[src/rtl/radio_ctl_pkg.sv]
package radio_ctl_pkg;

  // ------------------------------------------------------------
  // Device register map (index on the register link)
  // ------------------------------------------------------------
  localparam logic [7:0] SYSTEM_CONTROL_IDX = 8'h0d;
  localparam logic [7:0] EVENT_INTERRUPT_MASK_IDX = 8'h0e;
  localparam logic [7:0] EVENT_FLAGS_IDX = 8'h0f;

  // ------------------------------------------------------------
  // Control field positions
  // ------------------------------------------------------------
  localparam int TRANSMIT_GO_BIT = 1;
  localparam int TIMED_TRANSMIT_BIT = 2;
  localparam int RADIO_ABORT_TO_IDLE_BIT = 6;
  localparam int RESPONSE_WAIT_CTL_BIT = 7;
  localparam int RECEIVER_ON_CMD_BIT = 8;
  localparam int TIMED_RECEIVER_ON_BIT = 9;
  localparam int HOST_BUFFER_HALF_TOGGLE_BIT = 24;
  localparam logic [31:0] CONTROL_STORED = 32'h0000_03c6;

  // ------------------------------------------------------------
  // Event flag positions and mask layout
  // ------------------------------------------------------------
  localparam int TX_BEGIN_EVT_BIT = 4;
  localparam int TX_SENT_EVT_BIT = 7;
  localparam int HOST_BUFFER_HALF_FLAG_BIT = 30;
  localparam logic [31:0] MASK_WRITABLE = 32'h3ff7_fffe;
  localparam logic [31:0] FLAGS_LATCHED = 32'h3ff7_fffe;
  localparam logic [31:0] RESET_WORD = 32'h0000_0000;

  // ------------------------------------------------------------
  // Timing
  // ------------------------------------------------------------
  localparam int CLK_PERIOD_PS = 5000;
  localparam int RX_STARTUP_PS = 16000000;
  localparam int RX_STARTUP_CYC = (RX_STARTUP_PS + CLK_PERIOD_PS - 1) / CLK_PERIOD_PS;

  // ------------------------------------------------------------
  // Host-side register map (AXI4-Lite byte addresses)
  // ------------------------------------------------------------
  localparam logic [7:0] H_ADDR_OFS = 8'h00;
  localparam logic [7:0] H_WDATA_OFS = 8'h04;
  localparam logic [7:0] H_CMD_OFS = 8'h08;
  localparam logic [7:0] H_RDATA_OFS = 8'h0c;
  localparam logic [7:0] H_STATUS_OFS = 8'h10;
  localparam int H_CMD_WRITE_BIT = 0;
  localparam int H_CMD_READ_BIT = 1;
  localparam logic [1:0] AXI_OKAY = 2'b00;
  localparam logic [1:0] AXI_SLVERR = 2'b10;

  typedef enum logic [2:0] {
    ST_IDLE,
    ST_TX_WAIT,
    ST_TX,
    ST_TURN,
    ST_RX_WAIT,
    ST_WARM,
    ST_RX
  } radio_state_e;

  function automatic logic [31:0] bit_word(input int pos);
    bit_word = 32'h0000_0001 << pos;
  endfunction

endpackage

[src/rtl/radio_reg_if.sv]
`timescale 1ns/1ps
interface radio_reg_if;
  logic wr_en;
  logic rd_en;
  logic [7:0] addr;
  logic [31:0] wdata;
  logic [31:0] rdata;
  logic rd_valid;
  logic irq;

  modport device (
    input wr_en, rd_en, addr, wdata,
    output rdata, rd_valid, irq
  );
  modport host (
    output wr_en, rd_en, addr, wdata,
    input rdata, rd_valid, irq
  );
endinterface

[src/rtl/radio_device.sv]
// Function
// RULE_01: Response wait turns radio around after transmit
// RULE_02: Insert turnaround delay before receiver on
// RULE_03: Response wait clears at receiver on/abort
// RULE_04: Host sets response wait with transmit go
// RULE_05: Receiver on command starts preamble search
// RULE_06: Receiver on command self-clears when seen
// RULE_07: Receiver waits 16 us startup delay
// RULE_08: Timed receive catches preamble at scheduled time
// RULE_09: Host programs time before timed receive
// RULE_10: Toggle write swaps host receive buffer half
// RULE_11: Flag reports host receive buffer half
// RULE_12: Interrupt when masked flag bits coincide
// RULE_13: Mask clear or flag W1C removes interrupt
// RULE_14: Transmit go starts frame, clears at start
// RULE_15: Abort returns to idle and self-clears
// RULE_16: Reserved mask bits inert, read zero
//
// The implementer's own choice: register access over AXI4-Lite.
`timescale 1ns/1ps
module radio_device
  import radio_ctl_pkg::*;
#(
  parameter int DELAY_W = 20
) (
  input wire logic aclk, // System clock
  input wire logic aresetn, // Sync reset, active low
  radio_reg_if.device regs, // Register link from host
  input wire logic [31:0] sys_time, // Free-running time in cycles
  input wire logic [31:0] scheduled_action_time, // Delayed action time
  input wire logic [DELAY_W-1:0] turnaround_delay_value, // Turnaround cycles
  input wire logic tx_done, // Frame finished transmitting
  input wire logic rx_done, // Reception finished
  input wire logic [31:0] event_in, // Event pulses to latch
  output logic tx_begin, // Pulse: frame transmission starts
  output logic tx_active, // Transmitter on
  output logic rx_power, // Receiver powered
  output logic preamble_search, // Receiver taking preamble symbols
  output logic radio_abort, // Pulse: activity aborted
  output logic host_buffer_half // Half the host reads
);

  // ------------------------------------------------------------
  // Register link decode
  // ------------------------------------------------------------
  wire ctl_wr = regs.wr_en && (regs.addr == SYSTEM_CONTROL_IDX);
  wire mask_wr = regs.wr_en && (regs.addr == EVENT_INTERRUPT_MASK_IDX);
  wire flags_wr = regs.wr_en && (regs.addr == EVENT_FLAGS_IDX);

  logic [31:0] ctrl_q, ctrl_d;
  logic [31:0] mask_q;
  logic [31:0] flags_q;
  logic [31:0] rdata_q;
  logic rd_valid_q;
  logic half_q;
  logic irq_q;
  radio_state_e state_q, state_d;
  logic [DELAY_W-1:0] turn_q, turn_d;
  logic [11:0] warm_q, warm_d;
  logic tx_begin_d;
  logic tx_begin_q;
  logic abort_q;
  logic [31:0] hw_clr;

  wire go = ctrl_q[TRANSMIT_GO_BIT];
  wire timed_tx = ctrl_q[TIMED_TRANSMIT_BIT];
  wire abort = ctrl_q[RADIO_ABORT_TO_IDLE_BIT];
  wire resp_wait = ctrl_q[RESPONSE_WAIT_CTL_BIT];
  wire rx_cmd = ctrl_q[RECEIVER_ON_CMD_BIT];
  wire timed_rx = ctrl_q[TIMED_RECEIVER_ON_BIT];
  wire [31:0] rx_on_time = scheduled_action_time - 32'(RX_STARTUP_CYC);
  wire [11:0] warm_full = 12'(RX_STARTUP_CYC - 1);
  wire toggle_wr = ctl_wr && regs.wdata[HOST_BUFFER_HALF_TOGGLE_BIT];

  // ------------------------------------------------------------
  // Radio sequencer
  // ------------------------------------------------------------
  always_comb begin
    state_d = state_q;
    turn_d = turn_q;
    warm_d = warm_q;
    hw_clr = RESET_WORD;
    tx_begin_d = 1'b0;
    if (abort) begin
      state_d = ST_IDLE; // RULE_15
      hw_clr = CONTROL_STORED; // RULE_03 RULE_15
    end else begin
      case (state_q)
        ST_IDLE: begin
          if (go && timed_tx) begin
            state_d = ST_TX_WAIT;
          end else if (go) begin
            tx_begin_d = 1'b1; // RULE_14
            hw_clr = bit_word(TRANSMIT_GO_BIT);
            state_d = ST_TX;
          end else if (rx_cmd) begin
            hw_clr = bit_word(RECEIVER_ON_CMD_BIT)
              | bit_word(TIMED_RECEIVER_ON_BIT); // RULE_06
            warm_d = warm_full;
            state_d = timed_rx ? ST_RX_WAIT : ST_WARM; // RULE_05 RULE_08
          end
        end
        ST_TX_WAIT: begin
          if (sys_time == scheduled_action_time) begin
            tx_begin_d = 1'b1;
            hw_clr = bit_word(TRANSMIT_GO_BIT) | bit_word(TIMED_TRANSMIT_BIT); // RULE_14
            state_d = ST_TX;
          end
        end
        ST_TX: begin
          if (tx_done && resp_wait) begin
            turn_d = turnaround_delay_value; // RULE_02
            state_d = ST_TURN; // RULE_01
          end else if (tx_done) begin
            state_d = ST_IDLE;
          end
        end
        ST_TURN: begin
          if (turn_q == '0) begin
            hw_clr = bit_word(RESPONSE_WAIT_CTL_BIT); // RULE_03
            warm_d = warm_full;
            state_d = ST_WARM; // RULE_01
          end else begin
            turn_d = turn_q - 1'b1; // RULE_02
          end
        end
        ST_RX_WAIT: begin
          if (sys_time == rx_on_time) begin
            state_d = ST_WARM; // RULE_08
          end
        end
        ST_WARM: begin
          if (warm_q == '0) begin
            state_d = ST_RX; // RULE_07
          end else begin
            warm_d = warm_q - 1'b1; // RULE_07
          end
        end
        ST_RX: begin
          if (rx_done) begin
            state_d = ST_IDLE;
          end
        end
        default: begin
          state_d = ST_IDLE;
        end
      endcase
    end
  end

  // ------------------------------------------------------------
  // Control register: a host write wins over a hardware clear
  // ------------------------------------------------------------
  always_comb begin
    if (ctl_wr) begin
      ctrl_d = regs.wdata & CONTROL_STORED; // RULE_04
    end else begin
      ctrl_d = ctrl_q & ~hw_clr;
    end
  end

  always_ff @(posedge aclk) begin
    if (!aresetn) begin
      state_q <= ST_IDLE;
      ctrl_q <= RESET_WORD;
      turn_q <= '0;
      warm_q <= '0;
      tx_begin_q <= 1'b0;
      abort_q <= 1'b0;
    end else begin
      state_q <= state_d;
      ctrl_q <= ctrl_d;
      turn_q <= turn_d;
      warm_q <= warm_d;
      tx_begin_q <= tx_begin_d;
      abort_q <= abort; // RULE_15
    end
  end

  // ------------------------------------------------------------
  // Mask, flags, buffer half, interrupt
  // ------------------------------------------------------------
  wire [31:0] hw_events = event_in | (tx_begin_d ? bit_word(TX_BEGIN_EVT_BIT) : RESET_WORD)
    | ((state_q == ST_TX && tx_done) ? bit_word(TX_SENT_EVT_BIT) : RESET_WORD);
  wire [31:0] flags_view = (flags_q & FLAGS_LATCHED)
    | (half_q ? bit_word(HOST_BUFFER_HALF_FLAG_BIT) : RESET_WORD); // RULE_11
  wire [31:0] flags_clr = flags_wr ? regs.wdata : RESET_WORD;

  always_ff @(posedge aclk) begin
    if (!aresetn) begin
      mask_q <= RESET_WORD;
      flags_q <= RESET_WORD;
      half_q <= 1'b0;
      irq_q <= 1'b0;
    end else begin
      if (mask_wr) begin
        mask_q <= regs.wdata & MASK_WRITABLE; // RULE_16
      end
      flags_q <= ((flags_q & ~flags_clr) | hw_events) & FLAGS_LATCHED; // RULE_13
      if (toggle_wr) begin
        half_q <= ~half_q; // RULE_10
      end
      irq_q <= |(mask_q & flags_q & FLAGS_LATCHED); // RULE_12 RULE_13 RULE_16
    end
  end

  // ------------------------------------------------------------
  // Read port
  // ------------------------------------------------------------
  wire [31:0] rd_mux = (regs.addr == SYSTEM_CONTROL_IDX) ? ctrl_q :
    (regs.addr == EVENT_INTERRUPT_MASK_IDX) ? mask_q :
    (regs.addr == EVENT_FLAGS_IDX) ? flags_view : RESET_WORD;

  always_ff @(posedge aclk) begin
    if (!aresetn) begin
      rdata_q <= RESET_WORD;
      rd_valid_q <= 1'b0;
    end else begin
      rd_valid_q <= regs.rd_en;
      if (regs.rd_en) begin
        rdata_q <= rd_mux;
      end
    end
  end

  assign regs.rdata = rdata_q;
  assign regs.rd_valid = rd_valid_q;
  assign regs.irq = irq_q;
  assign tx_begin = tx_begin_q;
  assign tx_active = (state_q == ST_TX);
  assign rx_power = (state_q == ST_WARM) || (state_q == ST_RX);
  assign preamble_search = (state_q == ST_RX); // RULE_05
  assign radio_abort = abort_q;
  assign host_buffer_half = half_q;

endmodule

[src/flat_wrapper.sv]
// flat-port wrapper written by rule: the top's interface ports become plain ports
module radio_device_flat import radio_ctl_pkg::*;
#(
  parameter int DELAY_W = 20
)
  (aclk, aresetn, sys_time, scheduled_action_time, turnaround_delay_value, tx_done, rx_done, event_in, tx_begin, tx_active, rx_power, preamble_search, radio_abort, host_buffer_half, regs_wr_en, regs_rd_en, regs_addr, regs_wdata, regs_rdata, regs_rd_valid, regs_irq);
  radio_reg_if regs_i ();
  input wire logic aclk;
  input wire logic aresetn;
  input wire logic [31:0] sys_time;
  input wire logic [31:0] scheduled_action_time;
  input wire logic [DELAY_W-1:0] turnaround_delay_value;
  input wire logic tx_done;
  input wire logic rx_done;
  input wire logic [31:0] event_in;
  output logic tx_begin;
  output logic tx_active;
  output logic rx_power;
  output logic preamble_search;
  output logic radio_abort;
  output logic host_buffer_half;
  input wire logic [$bits(regs_i.wr_en)-1:0] regs_wr_en;
  input wire logic [$bits(regs_i.rd_en)-1:0] regs_rd_en;
  input wire logic [$bits(regs_i.addr)-1:0] regs_addr;
  input wire logic [$bits(regs_i.wdata)-1:0] regs_wdata;
  output wire logic [$bits(regs_i.rdata)-1:0] regs_rdata;
  output wire logic [$bits(regs_i.rd_valid)-1:0] regs_rd_valid;
  output wire logic [$bits(regs_i.irq)-1:0] regs_irq;
  assign regs_i.wr_en = regs_wr_en;
  assign regs_i.rd_en = regs_rd_en;
  assign regs_i.addr = regs_addr;
  assign regs_i.wdata = regs_wdata;
  assign regs_rdata = regs_i.rdata;
  assign regs_rd_valid = regs_i.rd_valid;
  assign regs_irq = regs_i.irq;
  radio_device #(.DELAY_W(DELAY_W)) u_core (.aclk(aclk), .aresetn(aresetn), .regs(regs_i), .sys_time(sys_time), .scheduled_action_time(scheduled_action_time), .turnaround_delay_value(turnaround_delay_value), .tx_done(tx_done), .rx_done(rx_done), .event_in(event_in), .tx_begin(tx_begin), .tx_active(tx_active), .rx_power(rx_power), .preamble_search(preamble_search), .radio_abort(radio_abort), .host_buffer_half(host_buffer_half));
endmodule
[config.mk]
export PLATFORM = sky130hd
export DESIGN_NAME = radio_device_flat
export DESIGN_NICKNAME = d
export VERILOG_FILES = /design/src/rtl/radio_ctl_pkg.sv /design/src/rtl/radio_reg_if.sv /design/src/rtl/radio_device.sv /design/src/flat_wrapper.sv
export SDC_FILE = /design/constraint.sdc
export NUM_CORES = 1
export LEC_CHECK = 0
export BUFFER_PORTS_ARGS = -buffer_cell sky130_fd_sc_hd__buf_2
export CORE_UTILIZATION = 49
export CTS_BUF_LIST = sky130_fd_sc_hd__clkbuf_4 sky130_fd_sc_hd__clkbuf_8
export CTS_CLUSTER_DIAMETER = 40
export DETAILED_ROUTE_END_ITERATION = 8
export PLACE_DENSITY_LB_ADDON = 0.08
export SLEW_MARGIN = 20
export SYNTH_ARGS = -nofsm -noshare
export SYNTH_HDL_FRONTEND = slang
export SYNTH_SLANG_ARGS = --single-unit
[constraint.sdc]
create_clock -name aclk -period 3.5 [get_ports aclk]
set_input_delay 0.875 -clock aclk [delete_from_list [all_inputs] [get_ports aclk]]
set_output_delay 0.875 -clock aclk [all_outputs]
set_load 0.005 [all_outputs]
==> metrics.txt <==
# TYPE chip_impl_metric gauge
chip_impl_info{name="status",value="complete, no violations"} 1
chip_impl_metric{name="synth_cells",unit=""} 924
chip_impl_info{name="cpLargestDelayFamily",value="simple AND/OR/NAND/NOR gates"} 1
chip_impl_metric{name="cp.arrival",unit="ns"} 3.82
chip_impl_metric{name="power.share.switching",unit="%"} 33.0
chip_impl_metric{name="final-setup-viol-count",unit=""} 0
chip_impl_metric{name="finalCritPeriodShare",unit="%"} 98.3
chip_impl_metric{name="ctsResizeCount",unit=""} 0
chip_impl_info{name="cts-root-buf",value="sky130_fd_sc_hd__clkbuf_8"} 1
chip_impl_metric{name="power.net_switching",unit="uW"} 1260
chip_impl_metric{name="finalWorstPathRequiredPeriod",unit="ns"} 3.44
chip_impl_metric{name="sequential_cell_area",unit="mm^2"} 0.00262
chip_impl_metric{name="power.share.clock",unit="%"} 32.3
chip_impl_metric{name="cts-buffers-inserted",unit=""} 17
chip_impl_metric{name="synth_enable_flop_cells",unit=""} 0
chip_impl_metric{name="post_cts_buffers",unit=""} 0
chip_impl_metric{name="floorplan.initialDensity",unit="%"} 50.7
chip_impl_info{name="timing.critical_path.slowest_stage_cell",value="sky130_fd_sc_hd__or4b_1"} 1
chip_impl_metric{name="fp.coreArea",unit="mm^2"} 0.0140
chip_impl_metric{name="finalHoldViolations",unit=""} 0
chip_impl_metric{name="comb_power_share",unit="%"} 24.0
chip_impl_info{name="layout_commonest_cell",value="sky130_fd_sc_hd__buf_2"} 1
chip_impl_metric{name="timing.final.max_slew_violations",unit=""} 0
chip_impl_metric{name="post-synth-top-area-fraction",unit="%"} 37.0
chip_impl_metric{name="first_pass_grt_wire_length",unit="um"} 32200
chip_impl_metric{name="antenna_cells",unit=""} 0
chip_impl_metric{name="routed_via_density",unit=""} 5.51
chip_impl_info{name="synth.area.top_cells",value="sky130_fd_sc_hd__dfxtp_1 (37%), sky130_fd_sc_hd__a21oi_1 (8.6%), sky130_fd_sc_hd__nand2_1 (7.8%)"} 1
chip_impl_metric{name="drcViolationCount",unit=""} 0
chip_impl_info{name="setup_repair_after_global_routing_missed_its_margin",value="false"} 1
chip_impl_metric{name="floorplan.io_pins",unit=""} 202
chip_impl_metric{name="grt_overflow",unit=""} 0
chip_impl_metric{name="gpl.final_weighted_congestion",unit=""} 0.862
chip_impl_info{name="timing.setup.critical_path_class",value="in2reg"} 1
chip_impl_metric{name="setup_tns",unit="ns"} 0
chip_impl_metric{name="worst_hold_slack",unit="ns"} 0.459
chip_impl_metric{name="grt_start_max_net_pins",unit=""} 51
chip_impl_metric{name="drt-wirelength-per-cell",unit="um"} 15.2
chip_impl_metric{name="floorplan.rows",unit=""} 43
chip_impl_metric{name="wirelength",unit="um"} 20200
chip_impl_info{name="worstPathCellList",value="buf_2 -> inv_12 -> ha_4 -> nor2b_4 -> nor2_4 -> or4_1 -> xor2_1 -> or4b_1 -> or4_1 -> or4b_1 -> a211oi_2"} 1
chip_impl_metric{name="design.die.area",unit="mm^2"} 0.0150
chip_impl_metric{name="cellPowerDensity",unit="mW/mm^2"} 429
chip_impl_metric{name="dp_cells",unit=""} 1296
chip_impl_info{name="netlist.top_cell.by_area",value="sky130_fd_sc_hd__dfxtp_1"} 1
chip_impl_metric{name="sequentialPowerShare",unit="%"} 43.6
chip_impl_metric{name="first_global_vias",unit=""} 6555
chip_impl_metric{name="worst_skew_pair.late_latency",unit="ns"} 0.45
chip_impl_metric{name="synth_cell_type_count",unit=""} 73
chip_impl_metric{name="max_cap_violations",unit=""} 0
chip_impl_metric{name="fmax",unit="GHz"} 0.291
chip_impl_metric{name="synth_seq_area_share",unit="%"} 37.0
chip_impl_metric{name="maxSlewHeadroom",unit="%"} 43.1
chip_impl_info{name="worstSetupStartpointType",value="primary input"} 1
chip_impl_metric{name="count_of_buffering_cells_on_the_critical_path_with_inverters_included",unit=""} 2
chip_impl_metric{name="pre_cts_slack",unit="ns"} -0.399
chip_impl_metric{name="cp_slowest_stage_delay",unit="ns"} 0.55
chip_impl_metric{name="postRouteAntennaNets",unit=""} 0
chip_impl_info{name="ys_dominant_reg_cell",value="sky130_fd_sc_hd__dfxtp_1"} 1
chip_impl_metric{name="multi_input_area",unit="mm^2"} 0.00417
chip_impl_metric{name="worst_clock_skew",unit="ns"} 0.0123
chip_impl_metric{name="actual_transition_at_the_worst_max_transition_pin",unit="ns"} 0.854
chip_impl_metric{name="numClockSinks",unit=""} 131
chip_impl_metric{name="fp.dieH",unit="um"} 122
chip_impl_metric{name="cp_data_required_time",unit="ns"} 3.88
chip_impl_info{name="layout.cells.most_common_list",value="sky130_fd_sc_hd__buf_2 (190), sky130_fd_sc_hd__nand2_1 (147), sky130_fd_sc_hd__dfxtp_1 (131)"} 1
chip_impl_metric{name="synthArstFlopShare",unit="%"} 0
chip_impl_metric{name="peakVddDrop",unit="mV"} 0.267
chip_impl_metric{name="fin_util",unit="%"} 63.6
chip_impl_metric{name="cts-hold-fix-buffers",unit=""} 0
chip_impl_metric{name="power.internal",unit="uW"} 2560
chip_impl_metric{name="clk_transition_reported_paths",unit="ns"} 0.08
chip_impl_metric{name="avgSynthCellArea",unit="um^2"} 7.68
chip_impl_metric{name="syn-cell-area",unit="mm^2"} 0.00709
chip_impl_metric{name="numPortBuffers",unit=""} 190
chip_impl_metric{name="aggregate_global_route_resource_usage",unit="%"} 27.4
chip_impl_info{name="setup.worst_path.end_class",value="flop"} 1
chip_impl_metric{name="cts-root-to-sink-buffers",unit=""} 2
chip_impl_metric{name="ys_warn_count",unit=""} 0
chip_impl_metric{name="final_instance_count_without_filler_cells",unit=""} 1328
chip_impl_metric{name="synth-seq-cells",unit=""} 131
chip_impl_metric{name="fillers",unit=""} 1340
chip_impl_metric{name="h_tree_level_count",unit=""} 4
chip_impl_metric{name="drt-pass1-iter-count",unit=""} 5
chip_impl_metric{name="syn_to_final_growth",unit="%"} 25.5
chip_impl_metric{name="final_nets",unit=""} 1300
chip_impl_info{name="tritoncts_clock_tree",value="yes"} 1
chip_impl_metric{name="fp.dieW",unit="um"} 122
chip_impl_metric{name="grt_antenna_before_repair",unit=""} 0
chip_impl_metric{name="power_leakage",unit="uW"} 0.00358
chip_impl_info{name="worst_hold_path_type",value="reg2reg"} 1
chip_impl_metric{name="crit_fanout",unit=""} 3
chip_impl_metric{name="hpwl",unit="um"} 14800
chip_impl_metric{name="num_vias",unit=""} 7315
chip_impl_metric{name="post-route-worst-setup-slack",unit="ns"} 0.0578
chip_impl_metric{name="final_layout_size_suffix_gt1_share",unit="%"} 28.6
chip_impl_metric{name="drt_first_iter_violations",unit=""} 563
worst register-to-register path, stage by stage, from the launching register on:
cell and delay, ns:
sky130_fd_sc_hd__dfxtp_1 0.35, sky130_fd_sc_hd__inv_1 0.09, sky130_fd_sc_hd__ha_1 0.18, sky130_fd_sc_hd__or3b_1 0.43, sky130_fd_sc_hd__nand3b_1 0.29, sky130_fd_sc_hd__nor2_1 0.29, sky130_fd_sc_hd__a21oi_1 0.24, sky130_fd_sc_hd__a211oi_2 0.28
sky130_fd_sc_hd__nand4b_1 0.12, sky130_fd_sc_hd__or4b_1 0.53, sky130_fd_sc_hd__a211oi_2 0.17
cell usage after synthesis (9+ instances only):
cell type and n:
sky130_fd_sc_hd__o21ai_0 28, sky130_fd_sc_hd__dfxtp_1 131, sky130_fd_sc_hd__a22oi_1 23, sky130_fd_sc_hd__a21oi_1 122
sky130_fd_sc_hd__clkbuf_1 48, sky130_fd_sc_hd__xor2_1 13, sky130_fd_sc_hd__inv_1 18, sky130_fd_sc_hd__nand4_1 9
sky130_fd_sc_hd__nor3_1 29, sky130_fd_sc_hd__nor4_1 14, sky130_fd_sc_hd__nand2_1 147, sky130_fd_sc_hd__nor2_1 96
sky130_fd_sc_hd__nand3_1 33, sky130_fd_sc_hd__mux2_2 29, sky130_fd_sc_hd__xnor2_1 35
final timing paths:
check | startpoint | end | slack, ns | depth (start not counted)
hold reg to reg | u_core.regs.rdata[21]$_SDFFE_PN0P_ | u_core.regs.rdata[21]$_SDFFE_PN0P_ | 0.46 | 2
setup reg to reg | u_core.turn_q[0]$_SDFFE_PN0P_ | u_core.state_q[0]$_SDFFE_PP0P_ | 0.46 | 10
setup / recovery | scheduled_action_time[8] | u_core.state_q[0]$_SDFFE_PP0P_ | 0.06 | 11
hold / removal | u_core.regs.rdata[21]$_SDFFE_PN0P_ | u_core.regs.rdata[21]$_SDFFE_PN0P_ | 0.46 | 2
flip-flops by register name, summed over array words and instances (netlist names), 3 cells and up:
signal and count:
u_core.ctrl_q 6, u_core.flags_q 28, u_core.mask_q 28, u_core.regs.rdata 29, u_core.state_q 3, u_core.turn_q 20, u_core.warm_q 12
logic make-up (layout without fill, tap and decap cells):
logic type	after synthesis	count (layout)	synth area share, %
AND/OR/NAND/NOR	392	392	26.3
AO/OA/AOI/OAI	241	241	20.7
flip-flops	131	131	37.0
buffers and inverters	77	299	4.60
XOR/XNOR	48	48	5.93
multiplexers	31	31	4.90
adder cells (fa/ha/maj)	3	3	0.529
other	1	3	0.0529
power groups by stage:
| stage | logic [uW] | registers [uW] | clock network, uW |
|---|---|---|---|
| finish | 918 | 1670 | 1240 |
| global route | 1030 | 1680 | 1330 |
| CTS | 919 | 1660 | 1260 |
| detailed placement | 912 | 1700 | 0 |
| global placement | 900 | 1700 | 0 |
| floorplan | 621 | 1660 | 0 |
metal layers:
layer	vias up	track usage, %	wire (um)
met1	3336	38.2	9490
met5	-	0	0
li1	3698	-	-
met2	264	42.2	9080
met4	0	5.95	182
met3	17	7.11	1430
final cells by class:
cell class / count / share of cell area [%]
repair buffers: 247 / 15.8
flip-flops and latches: 131 / 29.5
well taps: 180 / 2.53
clock inverters: 15 / 1.67
inverters: 20 / 1.05
multi-input cells: 718 / 46.9
clock buffers: 17 / 2.63
stage by stage:
stage / instance area, um^2 / power [uW]
2_1_floorplan: 7130 / 2280
3_3_place_gp: 8520 / 2600
3_5_place_dp: 8520 / 2610
4_1_cts: 8900 / 3840
5_1_grt: 8900 / 4040
6_report: 8900 / 3820
Power figures use the tool's default switching activity.
